==> src/dar_pkg.sv <==
// Purpose: Shared constants and types for the dual alarm relay logic
// Assumes: 100 MHz clock, AHB-Lite register access
// Notes:   Offsets are byte addresses of aligned 32-bit words
package dar_pkg;

  localparam int unsigned CLK_HZ        = 100_000_000;
  localparam int unsigned MINUTE_S      = 60;
  localparam int unsigned HOLD_MS       = 1000;
  localparam int unsigned HOLD_CYC      = CLK_HZ / 1000 * HOLD_MS;
  // A minute at full rate is six thousand million cycles, past 32 bits
  localparam longint unsigned MIN_CYC   = longint'(CLK_HZ) * MINUTE_S;
  localparam int unsigned DELAY_MAX_MIN = 300;
  localparam int unsigned BYP_MAX_MIN   = 120;

  // Register byte offsets
  localparam logic [7:0] OFS_CTRL   = 8'h00;
  localparam logic [7:0] OFS_RANGE  = 8'h04;
  localparam logic [7:0] OFS_SP1    = 8'h08;
  localparam logic [7:0] OFS_SP2    = 8'h0c;
  localparam logic [7:0] OFS_DLY1   = 8'h10;
  localparam logic [7:0] OFS_DLY2   = 8'h14;
  localparam logic [7:0] OFS_BYP    = 8'h18;
  localparam logic [7:0] OFS_ZERO   = 8'h1c;
  localparam logic [7:0] OFS_SPAN   = 8'h20;
  localparam logic [7:0] OFS_AOCMD  = 8'h24;
  localparam logic [7:0] OFS_STATUS = 8'h28;
  localparam logic [7:0] OFS_READ   = 8'h2c;

  // CTRL field positions
  localparam int unsigned CTRL_OPEN1  = 0;
  localparam int unsigned CTRL_OPEN2  = 1;
  localparam int unsigned CTRL_BELOW1 = 2;
  localparam int unsigned CTRL_BELOW2 = 3;
  localparam int unsigned CTRL_LATCH  = 4;
  localparam int unsigned CTRL_FSAFE  = 5;

  // AOCMD codes; bit 4 steps up, bit 5 steps down the selected word
  localparam logic [1:0] AO_MEAS = 2'h0;
  localparam logic [1:0] AO_ZERO = 2'h1;
  localparam logic [1:0] AO_SPAN = 2'h2;
  localparam logic [1:0] AO_MID  = 2'h3;
  localparam int unsigned AO_UP  = 4;
  localparam int unsigned AO_DN  = 5;

  // Reset values
  localparam logic [15:0] RST_RANGE = 16'hffff;
  localparam logic [15:0] RST_ZERO  = 16'h0286;
  localparam logic [15:0] RST_SPAN  = 16'h0cb0;

  typedef enum logic [1:0] {
    DAR_IDLE  = 2'b00,
    DAR_WAIT  = 2'b01,
    DAR_ALARM = 2'b11
  } dar_ch_t;

  typedef struct packed {
    dar_ch_t     st;
    logic [32:0] cnt;
    logic [8:0]  mins;
  } dar_chs_t;

  typedef struct packed {
    logic [15:0] reading;
    logic        supply_low;
    logic        supply_ok;
    logic        holdoff_btn;
  } dar_in_t;

  typedef struct packed {
    logic [1:0]  relay;
    logic [1:0]  flag;
    logic [15:0] ao_code;
  } dar_out_t;

endpackage

==> src/dar_top.sv <==
// Purpose: Two alarm channels, shared bypass, latch, failsafe, analog output test
// Assumes: Reading, supply indications and button synchronous to clk
// Notes:   Registers over AHB-Lite, zero wait states, OKAY always
//
// What this block does
// - Two independent alarm channels per reading
// - Setpoint above output range is rejected
// - One percent of range hysteresis band
// - Delay zero to 300 minutes before trigger
// - Bit chooses contact open or closed
// - Bit chooses above or below trigger
// - Readable status bit per alarm
// - One shared bypass setting
// - Bypass timer suppresses channel alarms and measured output
// - Non-latching contacts follow the condition
// - Latching contacts hold after return
// - Button held one second releases latch
// - Failsafe triggers both on low supply
// - Failsafe holds until supply above 12V
// - Non-failsafe ignores low supply
// - Zero test drives zero word, steps adjust
// - Span test drives span word, steps adjust
// - Mid test drives zero/span midpoint
//
// Added by the designer: the register offsets and register access over AHB-Lite.
`timescale 1ns/1ns
`default_nettype none
module dar_top
#(
  parameter longint unsigned MIN_CYCLES  = dar_pkg::MIN_CYC,
  parameter int unsigned     HOLD_CYCLES = dar_pkg::HOLD_CYC
)(
  input  wire logic        clk,
  input  wire logic        rst_n,
  input  wire logic        hsel,
  input  wire logic [31:0] haddr,
  input  wire logic [1:0]  htrans,
  input  wire logic        hwrite,
  input  wire logic [2:0]  hsize,
  input  wire logic [31:0] hwdata,
  input  wire logic        hready,
  output logic      [31:0] hrdata,
  output logic             hreadyout,
  output logic             hresp,
  input  wire dar_pkg::dar_in_t  pins_i,
  output var  dar_pkg::dar_out_t pins_o
);
  import dar_pkg::*;
  // Minute counters are 33 bits wide
  if (MIN_CYCLES < 1 || MIN_CYCLES > 64'h1_ffff_ffff || HOLD_CYCLES < 1)
  begin : g_bad_timing
    $error("Timing counts do not fit the counters");
  end

  typedef struct packed {
    logic        wr_pend;
    logic [7:0]  wr_addr;
    logic [5:0]  ctrl;
    logic [15:0] range;
    logic [15:0] sp1;
    logic [15:0] sp2;
    logic [8:0]  dly1;
    logic [8:0]  dly2;
    logic [6:0]  byp;
    logic [15:0] zero;
    logic [15:0] span;
    logic [1:0]  aosel;
    logic        byp_run;
    logic [32:0] byp_cnt;
    logic [6:0]  byp_min;
    logic [31:0] hold_cnt;
    logic        fs_act;
    logic [1:0]  latched;
    dar_chs_t    ch1;
    dar_chs_t    ch2;
    logic [31:0] rdata;
    dar_out_t    out;
  } dar_state_t;
  dar_state_t s_q;
  dar_state_t s_d;
  // Condition with clear-side hysteresis
  function automatic logic cond_f(input logic [15:0] rd, input logic [15:0] sp,
                                  input logic [15:0] hy, input logic below,
                                  input logic active);
    logic [16:0] lo, hi;
    lo = {1'b0, sp} - {1'b0, hy};
    hi = {1'b0, sp} + {1'b0, hy};
    if (!below)
      cond_f = active ? ({1'b0, rd} > lo) : (rd > sp);
    else
      cond_f = active ? ({1'b0, rd} < hi) : (rd < sp);
  endfunction
  // Delay channel: one-minute ticks, restart on drop
  function automatic dar_chs_t chan_f(input dar_chs_t c, input logic cnd,
                                      input logic [8:0] dly, input logic hold);
    dar_chs_t n;
    n = c;
    case (c.st)
      DAR_IDLE:
      begin
        n.cnt  = '0;
        n.mins = '0;
        if (cnd && !hold)
          n.st = (dly == 9'h000) ? DAR_ALARM : DAR_WAIT;
      end
      DAR_WAIT:
      begin
        if (!cnd || hold)
          n.st = DAR_IDLE;
        else if (c.cnt == 33'(MIN_CYCLES - 1))
        begin
          n.cnt  = '0;
          n.mins = c.mins + 9'h001;
          if (c.mins + 9'h001 >= dly)
            n.st = DAR_ALARM;
        end
        else
          n.cnt = c.cnt + 33'h1;
      end
      DAR_ALARM:
      begin
        if (!cnd || hold)
          n.st = DAR_IDLE;
      end
      default: n.st = DAR_IDLE;
    endcase
    return n;
  endfunction

  ////////////////////////////////////////////////////////////////////////////
  logic        a_sel;
  logic        trig1;
  logic        trig2;
  logic [15:0] hyst;
  logic [15:0] mid;
  logic [15:0] wv;
  logic [16:0] sum;
  assign a_sel     = hsel && hready && htrans[1];
  assign hreadyout = 1'b1;
  assign hresp     = 1'b0;
  assign hrdata    = s_q.rdata;
  assign pins_o    = s_q.out;
  assign hyst      = s_q.range / 16'd100;
  assign sum       = {1'b0, s_q.zero} + {1'b0, s_q.span};
  assign mid       = sum[16:1];
  assign wv        = hwdata[15:0];
  // Trigger reported by channel or failsafe
  assign trig1     = (s_q.ch1.st == DAR_ALARM) || s_q.latched[0] || s_q.fs_act;
  assign trig2     = (s_q.ch2.st == DAR_ALARM) || s_q.latched[1] || s_q.fs_act;

  always_comb
  begin
    logic c1, c2, rel;
    logic [1:0] on;
    c1  = 1'b0;
    c2  = 1'b0;
    rel = 1'b0;
    on  = 2'b00;
    s_d = s_q;
    s_d.wr_pend = a_sel && hwrite;
    s_d.wr_addr = haddr[7:0];
    // Register write in data phase
    if (s_q.wr_pend)
    begin
      case (s_q.wr_addr)
        OFS_CTRL:  s_d.ctrl = hwdata[5:0];
        OFS_RANGE: s_d.range = wv;
        OFS_SP1:   if (wv <= s_q.range) s_d.sp1 = wv;
        OFS_SP2:   if (wv <= s_q.range) s_d.sp2 = wv;
        OFS_DLY1:  if (hwdata[8:0] <= 9'(DELAY_MAX_MIN)) s_d.dly1 = hwdata[8:0];
        OFS_DLY2:  if (hwdata[8:0] <= 9'(DELAY_MAX_MIN)) s_d.dly2 = hwdata[8:0];
        OFS_BYP:
        begin
          if (hwdata[6:0] <= 7'(BYP_MAX_MIN))
          begin
            s_d.byp     = hwdata[6:0];
            s_d.byp_run = (hwdata[6:0] != 7'h00);
            s_d.byp_cnt = '0;
            s_d.byp_min = '0;
          end
        end
        OFS_ZERO:  s_d.zero = wv;
        OFS_SPAN:  s_d.span = wv;
        OFS_AOCMD:
        begin
          s_d.aosel = hwdata[1:0];
          if (hwdata[1:0] == AO_ZERO && hwdata[AO_UP])
            s_d.zero = s_q.zero + 16'h0001;
          else if (hwdata[1:0] == AO_ZERO && hwdata[AO_DN])
            s_d.zero = s_q.zero - 16'h0001;
          if (hwdata[1:0] == AO_SPAN && hwdata[AO_UP])
            s_d.span = s_q.span + 16'h0001;
          else if (hwdata[1:0] == AO_SPAN && hwdata[AO_DN])
            s_d.span = s_q.span - 16'h0001;
        end
        default: ;
      endcase
    end
    if (s_q.byp_run && !(s_q.wr_pend && s_q.wr_addr == OFS_BYP))
    begin
      if (s_q.byp_cnt == 33'(MIN_CYCLES - 1))
      begin
        s_d.byp_cnt = '0;
        s_d.byp_min = s_q.byp_min + 7'h01;
        if (s_q.byp_min + 7'h01 >= s_q.byp)
          s_d.byp_run = 1'b0;
      end
      else
        s_d.byp_cnt = s_q.byp_cnt + 33'h1;
    end
    c1 = cond_f(pins_i.reading, s_q.sp1, hyst, s_q.ctrl[CTRL_BELOW1],
                s_q.ch1.st == DAR_ALARM);
    c2 = cond_f(pins_i.reading, s_q.sp2, hyst, s_q.ctrl[CTRL_BELOW2],
                s_q.ch2.st == DAR_ALARM);
    s_d.ch1 = chan_f(s_q.ch1, c1, s_q.dly1, s_q.byp_run);
    s_d.ch2 = chan_f(s_q.ch2, c2, s_q.dly2, s_q.byp_run);
    if (pins_i.holdoff_btn)
    begin
      if (s_q.hold_cnt < HOLD_CYCLES - 1)
        s_d.hold_cnt = s_q.hold_cnt + 32'h1;
      else
        rel = 1'b1;
    end
    else
      s_d.hold_cnt = '0;
    if (s_q.ctrl[CTRL_LATCH] && !s_q.byp_run)
    begin
      if (s_q.ch1.st == DAR_ALARM)
        s_d.latched[0] = 1'b1;
      else if (rel)
        s_d.latched[0] = 1'b0;
      if (s_q.ch2.st == DAR_ALARM)
        s_d.latched[1] = 1'b1;
      else if (rel)
        s_d.latched[1] = 1'b0;
    end
    else
      s_d.latched = 2'b00;
    // Failsafe low supply, hold to 12V, ignore if off
    if (!s_q.ctrl[CTRL_FSAFE])
      s_d.fs_act = 1'b0;
    else if (pins_i.supply_low)
      s_d.fs_act = 1'b1;
    else if (pins_i.supply_ok)
      s_d.fs_act = 1'b0;
    on = {trig2, trig1};
    s_d.out.flag  = on;
    s_d.out.relay = on ^ {s_q.ctrl[CTRL_OPEN2], s_q.ctrl[CTRL_OPEN1]};
    // Analog output; in measure mode bypass freezes it at the zero point
    case (s_q.aosel)
      AO_ZERO: s_d.out.ao_code = s_q.zero;
      AO_SPAN: s_d.out.ao_code = s_q.span;
      AO_MID:  s_d.out.ao_code = mid;
      default: if (!s_q.byp_run) s_d.out.ao_code = pins_i.reading;
    endcase
    if (s_q.byp_run && s_q.aosel == AO_MEAS)
      s_d.out.ao_code = s_q.zero;
    // Read data for the next data phase
    s_d.rdata = '0;
    if (a_sel && !hwrite)
    begin
      case (haddr[7:0])
        OFS_CTRL:   s_d.rdata = {26'h0, s_q.ctrl};
        OFS_RANGE:  s_d.rdata = {16'h0, s_q.range};
        OFS_SP1:    s_d.rdata = {16'h0, s_q.sp1};
        OFS_SP2:    s_d.rdata = {16'h0, s_q.sp2};
        OFS_DLY1:   s_d.rdata = {23'h0, s_q.dly1};
        OFS_DLY2:   s_d.rdata = {23'h0, s_q.dly2};
        OFS_BYP:    s_d.rdata = {25'h0, s_q.byp};
        OFS_ZERO:   s_d.rdata = {16'h0, s_q.zero};
        OFS_SPAN:   s_d.rdata = {16'h0, s_q.span};
        OFS_AOCMD:  s_d.rdata = {30'h0, s_q.aosel};
        OFS_STATUS: s_d.rdata = {28'h0, s_q.fs_act, s_q.byp_run, trig2, trig1};
        OFS_READ:   s_d.rdata = {16'h0, pins_i.reading};
        default:    s_d.rdata = '0;
      endcase
    end
  end

  always_ff @(posedge clk or negedge rst_n)
  begin
    if (!rst_n)
    begin
      s_q       <= '0;
      s_q.range <= RST_RANGE;
      s_q.zero  <= RST_ZERO;
      s_q.span  <= RST_SPAN;
    end
    else
      s_q <= s_d;
  end
endmodule
`default_nettype wire

==> config.mk <==
export PLATFORM = sky130hd
export DESIGN_NAME = dar_top
export DESIGN_NICKNAME = d
export VERILOG_FILES = /design/src/dar_pkg.sv /design/src/dar_top.sv
export SDC_FILE = /design/constraint.sdc
export NUM_CORES = 1
export LEC_CHECK = 0
export BUFFER_PORTS_ARGS = -buffer_cell sky130_fd_sc_hd__buf_4
export CORE_ASPECT_RATIO = 1.75
export CORE_MARGIN = 3
export CORE_UTILIZATION = 30
export CTS_BUF_LIST = sky130_fd_sc_hd__clkbuf_8
export CTS_CLUSTER_SIZE = 30
export DETAILED_ROUTE_END_ITERATION = 16
export GPL_ROUTABILITY_DRIVEN = 0
export GPL_TIMING_DRIVEN = 1
export MAX_ROUTING_LAYER = met4
export PLACE_DENSITY = 0.55
export REMOVE_ABC_BUFFERS = 1
export SETUP_SLACK_MARGIN = 0.2
export SYNTH_ARGS = -nofsm -noshare
export SYNTH_HDL_FRONTEND = slang
export SYNTH_SLANG_ARGS = --single-unit
==> constraint.sdc <==
create_clock -name clk -period 13.9 [get_ports clk]
set_input_delay 1.39 -clock clk [delete_from_list [all_inputs] [get_ports clk]]
set_output_delay 1.39 -clock clk [all_outputs]
set_load 0.02 [all_outputs]
# After elaboration in Yosys (flattened, before gate mapping)
# Cells that the tools add are included.
[op_classes] bitwise=1 n_reduce_logical=57 order_cmp=15 div=1 n_eq_ne=51 n_mux=58 add_sub_neg=16
[ops] operator="$pmux W16 S12" count=1
[ops] operator="$pmux W42 S2" count=2
[ops] operator="$mux W41" count=4
[ops] operator="$mux W16" count=7
[ops] operator="$add A33 B1 Y33 const B" count=3
[ops] operator="$eq A33 B33 Y1 const B" count=3
[ops] operator="$mux W33" count=3
[ops] operator="$mux W42" count=2
[ops] operator="$eq A8 B5 Y1 const B" count=8
[ops] operator="$mux W32" count=2
[ops] operator="$pmux W16 S2" count=2
[ops] operator="$add A16 B16 Y17" count=3
[ops] operator="$eq A8 B6 Y1 const B" count=6
[ops] operator="$pmux W16 S3" count=1
[ops] operator="$gt A16 B17 Y1" count=2
[ops] operator="$lt A16 B17 Y1" count=2
[ops] operator="$sub A16 B16 Y17" count=2
[ops] operator="$add A16 B1 Y16 const B" count=2
[ops] operator="$add A32 B1 Y32 const B" count=1
[ops] operator="$eq A8 B4 Y1 const B" count=4
[ops] operator="$gt A16 B16 Y1" count=2
[ops] operator="$lt A16 B16 Y1" count=2
[ops] operator="$lt A32 B27 Y1 const B" count=1
[ops] operator="$sub A16 B1 Y16 const B" count=2
[ops] operator="33 further kinds" count=132
[word_totals] out_inout_bits=54 reg_bits=338 wordCells=228 input_bits=93

# Longest topological paths before layout
# Gate-level depths: netlist of run 1.
[depth] depth_word=9 mapped_depth=59 ltp_nobuf=53

# Worst setup path after synthesis of run 1
# Ideal clock, no wire load.
[synth_path] path_kind="reg-to-reg" startpoint="register s_q[317] (netlist name)" endpoint="register s_q[134] (netlist name)" path_slack_ns=3.877 n_path_buf=1 t_arrival_ns=9.957 setup_time_ns=0.066 period_less_slack_ns=10.023 t_required_ns=13.834 stages_incl_launch_ff=44 path_cell_list="dfstp_2 -> and3b_1 -> a21o_1 -> a221oi_4 -> nor2_1 -> a32o_1 -> o41ai_4 -> o21ai_2 -> a2111o_1 -> a211oi_2 -> o21ai_1 -> a221oi_1 -> a211oi_4 -> o21ai_1 -> xnor2_1 -> nand2_1 -> a2111oi_1 -> a211o_1 -> [... 8 more ...] -> o21a_1 -> o21a_1 -> o21a_1 -> o21a_1 -> o21a_1 -> o21a_1 -> o21a_1 -> o21a_1 -> o21a_1 -> o21a_1 -> o21ai_0 -> a21oi_1 -> o311ai_0 -> nand2b_1 -> or3_1 -> clkbuf_1 -> or4_1 -> nand2_1"
[synth_between] elab_chain_len=9 elab_cells_between_ends=12 cone_classes="add/sub: 2; div: 1; order compare: 2; eq/ne: 1; mux: 3; reduce/logical: 3"
[synth_lines] element="start: declaration" line_no="dar_top.sv:79" rtl="dar_state_t s_q;"
[synth_lines] element="$div A16 B7 Y16 *" line_no="dar_top.sv:143" rtl="assign hyst = s_q.range / 16'd100;"
[synth_lines] element="$sub A16 B16 Y17 / $add A16 B16 Y17 (equally long branches)" line_no="dar_top.sv:86, dar_top.sv:87"
[synth_lines] element="$gt A16 B17 Y1 / $lt A16 B17 Y1 (equally long branches)" line_no="dar_top.sv:89, dar_top.sv:91"
[synth_lines] element="$mux W1 (on tied branches)" line_no="dar_top.sv:89, dar_top.sv:91"
[synth_lines] element="$mux W1 *" line_no="dar_top.sv:88" rtl="if (!below)"
[synth_lines] element="$logic_not A1 Y1 *" line_no="dar_top.sv:108" rtl="if (!cnd || hold)"
[synth_lines] element="$logic_or A1 B1 Y1 *" line_no="dar_top.sv:108"
[synth_lines] element="$ne A2 B2 Y1 (no line) *"
[synth_lines] element="$reduce_and A2 Y1 (no line) *"
# Every way passes the cells marked *; elsewhere a longest branch is shown, timed or not.
# A chain may end at the register's enable or synchronous reset.

# Worst setup path in the final report of run 1
[layout_path] startpoint="register s_q[322] (netlist name)" endpoint="register s_q[113] (netlist name)"
# The elaborated chain is that of the path after synthesis.

==> flow_results.org, run 1 <==
** Timing
- RSZ-0062 raised after global routing :: no
- Share of the cycle needed by the critical path after routing :: 86.6%
- Setup violations remaining at the end of the flow were counted as 0.
- Largest clock skew in the final design :: 31.8 ps
- Setup Total Neg Slack :: 0 ps
- Maximum clock frequency :: 0.0831 GHz
- Measured against its own limit, the worst slew margin works out to 15.3%.
- The number of hold violations in the final report came to 0.
- Number of slew-limit violations in the final report :: 0
- The clock period could shrink to 12030 ps.
- Worst-margin pin slew :: 1270 ps

** Worst setup path
- The worst register-to-register path begins at s_q[322]$_DFFE_PN1P_.
- Along the worst path, the maximum fanout reaches 26.
- Crit Path Class :: reg -> reg
- Among all stages on the critical path, the largest delay is contributed by dfstp_2.
- STA puts the critical path data required time at 14420 ps.
- Worst setup path startpoint :: s_q[322]$_DFFE_PN1P_
- Element type at the critical path start :: flip-flop
- For this run, the slowest stage of the critical path takes 900 ps.
- Arrival time at the worst endpoint :: 12550 ps
- CP Capture Type :: flip-flop
- Most used cell along the critical path :: o21a_1

** Yosys
- Distinct cells, synth :: 94
- The Yosys step of the flow raised 0 warnings.
- Number of enable-type register cells in the synthesized netlist :: 0
- Flip-flop and latch count after synthesis :: 322
- Post-synth top flop :: dfrtp_1
- For this run, the register share of the synthesized area comes to 33.0%.
- The average instance in the mapped netlist occupies 8.48 um2.
- Counting flops with an async set or reset pin after synthesis yields a share of 100%.
- Summing every instance area after synthesis gives 24500 um2.
- The cell count after synthesis came out at 2889.

** Clocking
- The clock net in this run drives a total of 322 sinks.
- The root buffer cell chosen for the clock tree is clkbuf_8.
- Clock Path Buffers :: 3
- Buffers added to address setup during post-CTS repair amount to 0.
- The clock reaches the later pin of the worst-skew pair after 660 ps.
- CTS built an H-tree with a depth of 2.
- TritonCTS clock tree :: built
- Hold buffers post-CTS :: 0
- Gates resized during post-CTS repair numbered 0.
- Number of buffers inserted during clock tree synthesis :: 53
- Clock-pin slew on the worst setup and hold paths :: 70 ps

** Power
- Leak Pwr :: 12.0 nW
- Power density normalized to cell area :: 124 nW/um2
- IR analysis of the VDD net gives a maximum drop of 0.0960 mV.
- Total power for the finished layout comes to 3.38 mW.

** Floorplan
- The die is 384 um tall.
- Placement row count :: 138
- Width of the die :: 222 um
- For this configuration, the core starts out at a cell density of 30.3%.
- The floorplan step defined a die boundary enclosing 85300 um2.
- Ports :: 147
- Floorplan Core Area :: 81000 um2

** Drt
- After detailed routing, the total wire length is 77.8 mm.
- After detailed routing, the number of vias per cell comes to 5.33.
- Drc violations :: 0
- TritonRoute pass-1 iters :: 5
- Count of antenna-violating nets left after detailed routing :: 0
- DRT iter0 DRCs :: 1303
- Average detailed-routed wire length per instance :: 19.4 um
- The routed layout has 21300 vias.

** Min path
- HP Class :: reg -> reg
- Origin of the worst min-delay path :: s_q[113]$_DFFE_PN0P_

** Global route
- Entering global routing, the biggest net connects 82 pins.
- Total congestion overflow after global routing :: 0
- The number of global-route vias before repair is 21600.
- Global-route usage over all layers :: 18.5%
- The number of antenna violations at the first check in global routing was 3.
- First-pass GRT wire length :: 122 mm

** Outcome
- The run finished with clean final reports.

** Layout
- Share of post-route cells with drive strength above 1 :: 9.87%
- With fillers left out, the area of the finished cells amounts to 27300 um2.
- Highest-count cells in the layout ignoring fill and taps :: 297 x dfrtp_1, 273 x o21ai_0, 265 x nand2_1, 235 x nor2_1, 227 x ha_1
- The area growth from synthesis to layout is 11.5%.
- Number of nets in the layout :: 3234
- Most common library cell in the layout ignoring fill and taps :: dfrtp_1

** Placed design
- The placed instances occupy a cell area of 26000 um2.
- IO Port Bufs :: 84
- After legalization and detailed placement, the total HPWL measured 59.0 mm.

** Job
- Across the run, the number of max-cap violations was 0.
[layer usage]
layer	GRT usage [%]	wire length [um]
met1	18.4	28400
met2	33.9	40100
met3	2.38	3150
met4	12.0	6200
met5	-	0
[kinds of logic after synthesis]
logic type                 synth area share [%]
xor gates and xnor gates                   5.43
buffers and inverters                      5.80
other                                    0.0307
AOI/OAI and AO/OA                          21.9
adders and majority gates                  12.3
muxes                                      2.36
DFF                                        33.0
and+or+nand+nor                            19.2
[flip-flops by register name, indices dropped and copies added (netlist names)]
name / cells
pins_o: 20
s_q: 286
hrdata: 16
[synth_stat cells (7+ instances only)]
cell type,count,area share [%]
dfrtp_1,297,30
o21ai_0,273,5.6
nand2_1,265,4.1
nor2_1,236,3.6
ha_1,227,12
a21oi_1,168,3.4
inv_1,142,2.2
xnor2_1,138,4.9
clkbuf_1,111,1.7
nand3_1,90,1.8
nand4_1,56,1.4
buf_4,54,1.7
o21bai_1,49,1.5
nand2b_1,48,1.2
nor3_1,48,0.98
a21o_1,43,1.3
nor2b_1,43,1.1
a22oi_1,40,1.2
and3_1,39,1.0
o21a_1,39,1.2
and2_1,38,0.97
a31oi_1,35,0.89
mux2i_1,27,1.1
o31ai_1,27,0.83
mux2_2,26,1.2
nor4_1,26,0.66
dfstp_2,25,2.7
a211oi_1,22,0.67
or3_1,21,0.54
a221oi_1,15,0.54
o211ai_1,14,0.43
xor2_1,14,0.50
a22o_1,13,0.46
a21boi_0,10,0.31
o41ai_1,8,0.29
a41oi_1,7,0.25
fa_1,7,0.57
[metrics by stage]
| stage | utilization (%) | hold slack (ps) | setup slack, ps | std cells |
|---|---|---|---|---|
| floorplan | - | 442 | 2890 | 2730 |
| global placement | 32.1 | 465 | 1950 | 3902 |
| detailed placement | 32.1 | 473 | 2050 | 3902 |
| CTS | 33.7 | 487 | 1970 | 3999 |
| global route | 33.7 | 510 | 735 | 4002 |
| finish | 33.7 | 483 | 1870 | 4003 |
[power by group]
part / switching (mW) / total [mW] / internal, mW
combinational: 0.739 / 1.29 / 0.546
sequential: 0.0472 / 1.02 / 0.969
clock: 0.438 / 1.08 / 0.642
total: 1.22 / 3.38 / 2.16
[critical path: cells and delay by family (launching register included)]
kind / cells / cell delay, ps
AND/OR/NAND/NOR: 4 / 1300
multiplexers: 1 / 240
buffers and inverters: 5 / 890
adder cells (fa/ha/maj): 3 / 920
AO/OA/AOI/OAI: 31 / 7640
flip-flops: 1 / 900
[worst paths after layout]
path                                              to  slack, ps  cells past startpoint
max in group asynchronous       s_q[108]$_DFFE_PN0P_      10210                      4
min in group asynchronous       s_q[204]$_DFFE_PN0P_        720                      1
worst max register to register  s_q[113]$_DFFE_PN0P_       1870                     44
worst min-delay path            s_q[113]$_DFFE_PN0P_        480                      1
worst min register to register  s_q[113]$_DFFE_PN0P_        480                      1
worst max-delay path            s_q[113]$_DFFE_PN0P_       1870                     44
[layout make-up]
cell class	instances	area, um2
antenna	4	10.0
clock buffer	60	826
clock inverter	37	517
fill	8443	53700
inverter	148	556
multi-input combinational	2260	15100
sequential	322	8090
tap	1050	1310
timing repair buffer	122	923
(Power assumes the default switching activity.)
==> inputs of run 2 (changes only) <==
--- a/config.mk
+++ b/config.mk
@@ -7,7 +7,7 @@
 export LEC_CHECK = 0
 export BUFFER_PORTS_ARGS = -buffer_cell sky130_fd_sc_hd__buf_4
 export CORE_ASPECT_RATIO = 1.75
-export CORE_MARGIN = 3
+export CORE_MARGIN = 8
 export CORE_UTILIZATION = 30
 export CTS_BUF_LIST = sky130_fd_sc_hd__clkbuf_8
 export CTS_CLUSTER_SIZE = 30
==> run 2 against run 1 <==
Design area down 0.27%. Total power down 2.8%. Largest cell class unchanged. Sequential power about the same. Sequential cell count unchanged. Global-route usage down 1.2 points. Highest routed layer unchanged. Register-to-register slack better by 20 ps. Critical path type unchanged. Via count up 0.49%. Combinational power about the same.
==> flow_results.org, run 2 (synthesized netlist as in run 1, its figures left out) <==
** Outcome
- The run finished with clean final reports.

** Timing
- Setup Total Neg Slack :: 0 ps (unchanged)
- Share of the cycle needed by the critical path after routing :: 86.4% (-0.16 points)
- The shortest period the worst path allows came to 12010 ps (-22.4 ps).
- The tightest slew margin relative to the limit is 13.7% (-1.5 points).
- Worst-margin pin slew :: 1290 ps (+19.8 ps)
- Number of slew-limit violations in the final report :: 0 (unchanged)
- Fin. Hold Viols :: 0 (unchanged)
- Maximum clock frequency :: 0.0833 GHz (+0.19%)
- The final setup skew was 41.0 ps (+9.23 ps).
- Final-layout worst hold slack :: 481 ps (-1.56 ps)
- Total setup violations reported at the end of the flow :: 0 (unchanged)
- RSZ-0062 raised after global routing :: no
- Final critical-path setup slack :: 1890 ps (+22.4 ps)

** Floorplan
- Vertical die dimension :: 394 um (+2.6%)
- Full die area :: 91400 um2 (+7.2%)
- The total core area came to 81000 um2 (unchanged).
- Starting Density :: 30.3% (unchanged)
- The width of the die was 232 um (+4.5%).
- Ports :: 147 (unchanged)
- The number of placement rows came to 138 (unchanged).

** Min path
- In this run the worst hold path is classified as reg -> reg.

** Power
- The post-layout total power is 3.29 mW (-2.8%).
- Power density normalized to cell area :: 121 nW/um2 (-2.6%)
- The peak supply drop is 0.0952 mV (-0.82%).
- Leak Pwr :: 12.0 nW (-0.42%)

** Layout
- The proportion of layout cells with a drive suffix above 1 came to 9.97% (+0.11 points).
- Number of flip-flops in the largest register :: 286 (unchanged)
- Layout Cell Area excl Fill :: 27200 um2 (-0.27%)
- Area growth, synth to finish :: 11.2%
- Post-route insts no fill :: 4001 (-0.050%)
- Number of nets in the layout :: 3234 (unchanged)
- Post-layout utilization of the core :: 33.6% (-0.091 points)
- More flip-flops sit in one register than any other, and that register is s_q.
- The top cell types in the final layout, fill and taps aside, are 297 x dfrtp_1, 273 x o21ai_0, 265 x nand2_1, 235 x nor2_1, 227 x ha_1.
- The library cell used most frequently in the layout, excluding fill and tap cells, is dfrtp_1.

** Global route
- Global-route usage over all layers :: 17.3% (-1.2 points)
- Total congestion overflow after global routing :: 0 (unchanged)
- The number of global-route vias before repair was 21400 (-0.69%).
- The number of antenna violations at the first check in global routing is 3 (unchanged).
- First-pass GRT wire length :: 123 mm (+0.16%)
- Maximum number of pins on one net before global-route repair :: 86 (+4.9%)

** Drt
- The number of DRC violations after detailed-routing iteration 0 came to 1389 (+6.6%).
- Vias per Instance :: 5.36 (+0.54%)
- The residual antenna-violating net count after detailed routing was 0 (unchanged).
- Drc violations :: 0 (unchanged)
- Count of vias placed by the detailed router :: 21500 (+0.49%)
- The sum of routed wire length over all layers was 79.0 mm (+1.5%).
- The wire length per cell after detailed routing came to 19.7 um (+1.5%).
- The total iterations of the first detailed-routing run came to 7 (+2).

** Placed design
- The worst setup timing slack at the placement stage is 2030 ps (-15.8 ps).
- Final HPWL DP :: 60.0 mm (+1.8%)
- The number of buffers added on ports came to 84 (unchanged).
- The placed cell area is 26000 um2 (+0.17%).
- The total instance count after detailed placement came to 3903 (+0.026%).

** Clocking
- Clock latency on the worst-skew pair :: 670 ps (about the same)
- Cell chosen for the clock root :: clkbuf_8
- Hold buffers post-CTS :: 0 (unchanged)
- PostCTS Resize Cnt :: 0 (unchanged)
- Number of buffers inserted during clock tree synthesis :: 52 (-1.9%)
- The number of sinks on the clock net is 322 (unchanged).
- The maximum count of clock buffers along a single path was 3 (unchanged).
- TritonCTS clock tree :: built
- Post-CTS Setup Inserts :: 0 (unchanged)
- The H-tree depth was 2 (unchanged).
- The clock transition time at the flip-flop clock pins of the worst setup and hold paths came to 70 ps (about the same).

** Worst setup path
- The worst endpoint data arrival time is 12600 ps (+50 ps).
- Critical path peak fanout :: 26 (unchanged)
- The worst setup path is captured at a flip-flop.
- Slowest library cell on the worst path :: a2111oi_0
- The worst setup path is launched from a flip-flop.
- By startpoint and endpoint, the worst setup path is classified as reg -> reg.
- The delay of the slowest cell on the worst path came to 920 ps (+20 ps).
- Required time worst endpoint :: 14490 ps (+70 ps)

** Job
- Max-cap violations :: 0 (unchanged)
## run 2: cell count changes in the layout (fill, tap and decap cells not counted), sizes merged
cell | previous run | this run
clkbuf | 60 | 70
diode | 4 | 3
bufinv | 13 | 5
inv | 159 | 153
clkinvlp | 1 | 3
buf | 122 | 123
## run 2: area by class of cell
type / count / area [um2]
Antenna cell: 3 / 7.51
Clock buffer: 70 / 963
Clock inverter: 25 / 263
Fill cell: 8521 / 53700
Inverter: 148 / 556
Multi-Input combinational cell: 2260 / 15100
Sequential cell: 322 / 8090
Tap cell: 1050 / 1310
Timing Repair Buffer: 123 / 968
## run 2: worst max-delay path, delay by kind of cell (launching register included)
family,cells,cell delay (ps)
compound gates,26,6300
simple gates,14,2920
mux,1,210
flops,1,890
fa+ha+maj,3,770
buf+inv,4,780
## run 2: path summary, 6_finish.rpt
| path | from | end | slack (ps) | cells after the start |
|---|---|---|---|---|
| worst max register to register | s_q[322]$_DFFE_PN1P_ | s_q[128]$_DFFE_PN0P_ | 1890 | 48 |
| max in group asynchronous | rst_n | s_q[108]$_DFFE_PN0P_ | 11140 | 3 |
| worst max-delay path | s_q[322]$_DFFE_PN1P_ | s_q[128]$_DFFE_PN0P_ | 1890 | 48 |
| worst min-delay path | s_q[101]$_DFFE_PN0P_ | s_q[101]$_DFFE_PN0P_ | 480 | 2 |
| min in group asynchronous | rst_n | s_q[206]$_DFFE_PN0P_ | 720 | 1 |
| worst min register to register | s_q[101]$_DFFE_PN0P_ | s_q[101]$_DFFE_PN0P_ | 480 | 2 |
## run 2: where the power goes
| part | internal [mW] | switching (mW) | leakage [nW] |
|---|---|---|---|
| Combinational | 0.548 | 0.747 | 7.26 |
| Clock | 0.545 | 0.430 | 0.656 |
| Sequential | 0.969 | 0.0463 | 4.07 |
| Total | 2.06 | 1.22 | 12.0 |
## run 2: per-layer routing
metal  global-route usage (%)  up-vias  wire length, um
li1                         -    10300                -
met1                     17.4    10300            29100
met2                     30.7      569            40400
met3                     2.07      234             3110
met4                     12.1        0             6350
met5                        -        -                0
==> inputs of run 3 (changes only) <==
--- a/config.mk
+++ b/config.mk
@@ -5,17 +5,17 @@
 export SDC_FILE = /design/constraint.sdc
 export NUM_CORES = 1
 export LEC_CHECK = 0
-export BUFFER_PORTS_ARGS = -buffer_cell sky130_fd_sc_hd__buf_4
 export CORE_ASPECT_RATIO = 1.75
 export CORE_MARGIN = 8
 export CORE_UTILIZATION = 30
 export CTS_BUF_LIST = sky130_fd_sc_hd__clkbuf_8
 export CTS_CLUSTER_SIZE = 30
 export DETAILED_ROUTE_END_ITERATION = 16
+export DONT_BUFFER_PORTS = 1
 export GPL_ROUTABILITY_DRIVEN = 0
 export GPL_TIMING_DRIVEN = 1
 export MAX_ROUTING_LAYER = met4
-export PLACE_DENSITY = 0.55
+export PLACE_DENSITY = 0.54
 export REMOVE_ABC_BUFFERS = 1
 export SETUP_SLACK_MARGIN = 0.2
 export SYNTH_ARGS = -nofsm -noshare
==> constraint.sdc (replaced) <==
create_clock -name clk -period 13.9 [get_ports clk]
set_input_delay 1.39 -clock clk [delete_from_list [all_inputs] [get_ports clk]]
set_output_delay 1.39 -clock clk [all_outputs]
set_load 0.05 [all_outputs]
==> run 3 against run 2 <==
The run now ends with slew limit left. Highest routed layer unchanged. Setup slack worse by 180 ps. Utilization is 0.89 points lower. Sequential cell count stayed put. Count of clock-buffer cells in the layout is 2 lower. Largest cell class unchanged. Design area is 2.6% lower. Wire length is 2.9% lower.
==> flow_results.org, run 3 (synthesized netlist as in run 1, its figures left out) <==
** Outcome
- The flow ran to the end, but the final reports show violations.
- The checks that failed: slew limit.

** Timing
- The aggregate negative setup slack came to 0 ps (unchanged).
- Remaining max-slew budget at the tightest pin :: -8.52% (-22 points)
- Maximum clock frequency :: 0.0821 GHz (-1.5%)
- RSZ-0062 raised after global routing :: no
- The final number of max-transition violations was 116 (+116).
- The number of hold violations in the final report came to 0 (unchanged).
- Largest clock skew in the final design :: 44.3 ps (+3.29 ps)
- Final-layout worst hold slack :: 437 ps (-44.3 ps)
- Total setup violations reported at the end of the flow :: 0 (unchanged)
- The final clock period utilization by the worst path came to 87.7% (+1.3 points).
- Min Clock Period, post-route :: 12190 ps (+177 ps)
- The post-layout worst setup margin came to 1710 ps (-177 ps).
- Worst-margin pin slew :: 1630 ps (+339 ps)

** Drt
- Average detailed-routed wire length per instance :: 19.6 um (-0.79%)
- The via-per-instance ratio came to 5.33 (-0.57%).
- DRT iter0 DRCs :: 1324 (-4.7%)
- The total iterations of the first detailed-routing run is 6 (-1).
- The residual antenna-violating net count after detailed routing is 0 (unchanged).
- DR top layer :: met4
- Final routed wirelength across all metal layers :: 76.6 mm (-2.9%)
- WL met1 :: 28.7 mm (-1.1%)
- Count of vias placed by the detailed router :: 20900 (-2.7%)
- Drc violations :: 0 (unchanged)
- The routed length on met2 came to 39.5 mm (-2.4%).
- Met3 WL post-DR :: 3.20 mm (+2.8%)

** Floorplan
- The number of placement rows is 138 (unchanged).
- The starting density of the core is 30.3% (unchanged).
- The floorplan die height came to 394 um (unchanged).
- Floorplan Core Area :: 81000 um2 (unchanged)
- Full die area :: 91400 um2 (unchanged)
- Ports :: 147 (unchanged)
- The width of the die came to 232 um (unchanged).

** Global route
- The maximum number of pins on one net before global-route repair is 323 (+280%).
- Global-route usage over all layers :: 16.9% (-0.45 points)
- First-pass GRT wire length :: 119 mm (-2.6%)
- Initial antenna violation count :: 2 (-1)
- The number of global-route vias before repair is 20700 (-3.3%).
- The aggregate global routing overflow is 0 (unchanged).

** Worst setup path
- Required time worst endpoint :: 14450 ps (-40 ps)
- Crit Path Class :: reg -> reg
- Among all stages on the critical path, the largest delay is contributed by dfstp_2.
- Max stage delay on crit path :: 910 ps (about the same)
- STA classifies the critical path endpoint as a flip-flop.
- STA classifies the critical path startpoint as a flip-flop.
- Critical path peak fanout :: 26 (unchanged)
- Arrival time at the worst endpoint :: 12740 ps (+140 ps)

** Layout
- The flip-flop count of the largest register after layout was 286 (unchanged).
- Layout Cell Area excl Fill :: 26500 um2 (-2.6%)
- Number of nets in the layout :: 3144 (-2.8%)
- Leaving out fill and tap cells, the most frequent cells in the layout are 297 x dfrtp_1, 273 x o21ai_0, 265 x nand2_1, 235 x nor2_1, 227 x ha_1.
- Biggest register :: s_q
- Post-layout utilization of the core :: 32.8% (-0.89 points)
- Relative to the synthesized area, the layout overhead comes to 8.26%.
- Share of post-route cells with drive strength above 1 :: 7.27% (-2.7 points)
- The library cell used most frequently in the layout, excluding fill and tap cells, is dfrtp_1.

** Placed design
- Total placed instance area :: 25300 um2 (-2.9%)
- Dpl ws :: 1820 ps (-213 ps)
- The estimated wirelength of the detail-placed design came to 57.7 mm (-3.8%).
- IO Port Bufs :: 0 (-100%)

** Power
- The power density over the cells is 122 nW/um2 (+1.1%).
- The peak supply drop is 0.0893 mV (-6.2%).
- Leak Pwr :: 11.5 nW (-3.8%)

** Clocking
- Post-CTS Setup Inserts :: 0 (unchanged)
- The number of buffers created by CTS came to 55 (+5.8%).
- In this run the clock root is driven by a clkbuf_8.
- The number of sinks on the clock net is 322 (unchanged).
- Clock latency on the worst-skew pair :: 670 ps (about the same)
- Clock Path Buffers :: 3 (unchanged)
- TritonCTS clock tree :: built
- Clock-pin slew on the worst setup and hold paths :: 60 ps (about the same)
- The H-tree depth is 2 (unchanged).
- Hold buffers post-CTS :: 0 (unchanged)
- The quantity of gates resized following cts came to 0 (unchanged).

** Min path
- HP Class :: in -> async

** Job
- The max-capacitance violation count came to 0 (unchanged).
==> run 3: layout make-up <==
| class | count | area (um2) |
|---|---|---|
| fillers | 8472 | 54500 |
| multi-input cells | 2260 | 15100 |
| flip-flops and latches | 322 | 8090 |
| well taps | 1050 | 1310 |
| clock buffers | 68 | 936 |
| inverters | 148 | 556 |
| clock inverters | 34 | 317 |
| repair buffers | 30 | 225 |
| diodes | 3 | 7.51 |
==> run 3: critical path, delay by kind of cell (launching register included) <==
family,cells,cell delay (ps)
XOR/XNOR,1,450
AND/OR/NAND/NOR,12,2570
AO/OA/AOI/OAI,26,6430
flip-flops,1,910
buffers and inverters,3,720
adder cells (fa/ha/maj),3,750
multiplexers,1,210
==> run 3: power by group <==
group	internal (mW)	total, mW	switching [mW]
Sequential	0.969	1.03	0.0571
Clock	0.543	0.990	0.448
Combinational	0.534	1.22	0.684
Total	2.05	3.23	1.19
==> run 3: worst paths after layout <==
kind	start	endpoint	slack, ps	cells past startpoint
worst max-delay path	s_q[322]$_DFFE_PN1P_	s_q[113]$_DFFE_PN0P_	1710	46
worst min-delay path	rst_n	s_q[201]$_DFFE_PN0P_	440	0
worst max register to register	s_q[322]$_DFFE_PN1P_	s_q[113]$_DFFE_PN0P_	1710	46
worst min register to register	s_q[113]$_DFFE_PN0P_	s_q[113]$_DFFE_PN0P_	480	1
max in group asynchronous	rst_n	s_q[106]$_DFFE_PN0P_	12140	0
min in group clk	s_q[113]$_DFFE_PN0P_	s_q[113]$_DFFE_PN0P_	480	1
==> run 3: layer usage <==
layer  GRT usage (%)  vias up
li1                -    10200
met1            17.5     9988
met2            30.0      504
met5               -        -
met3            2.03      216
met4            10.1        0
==> run 3: stage by stage <==
stage	std cells	power, mW
2_1_floorplan	2730	1.93
5_1_grt	3915	3.47
4_1_cts	3912	3.27
3_5_place_dp	3810	2.25
3_3_place_gp	3810	2.24
6_report	3915	3.23
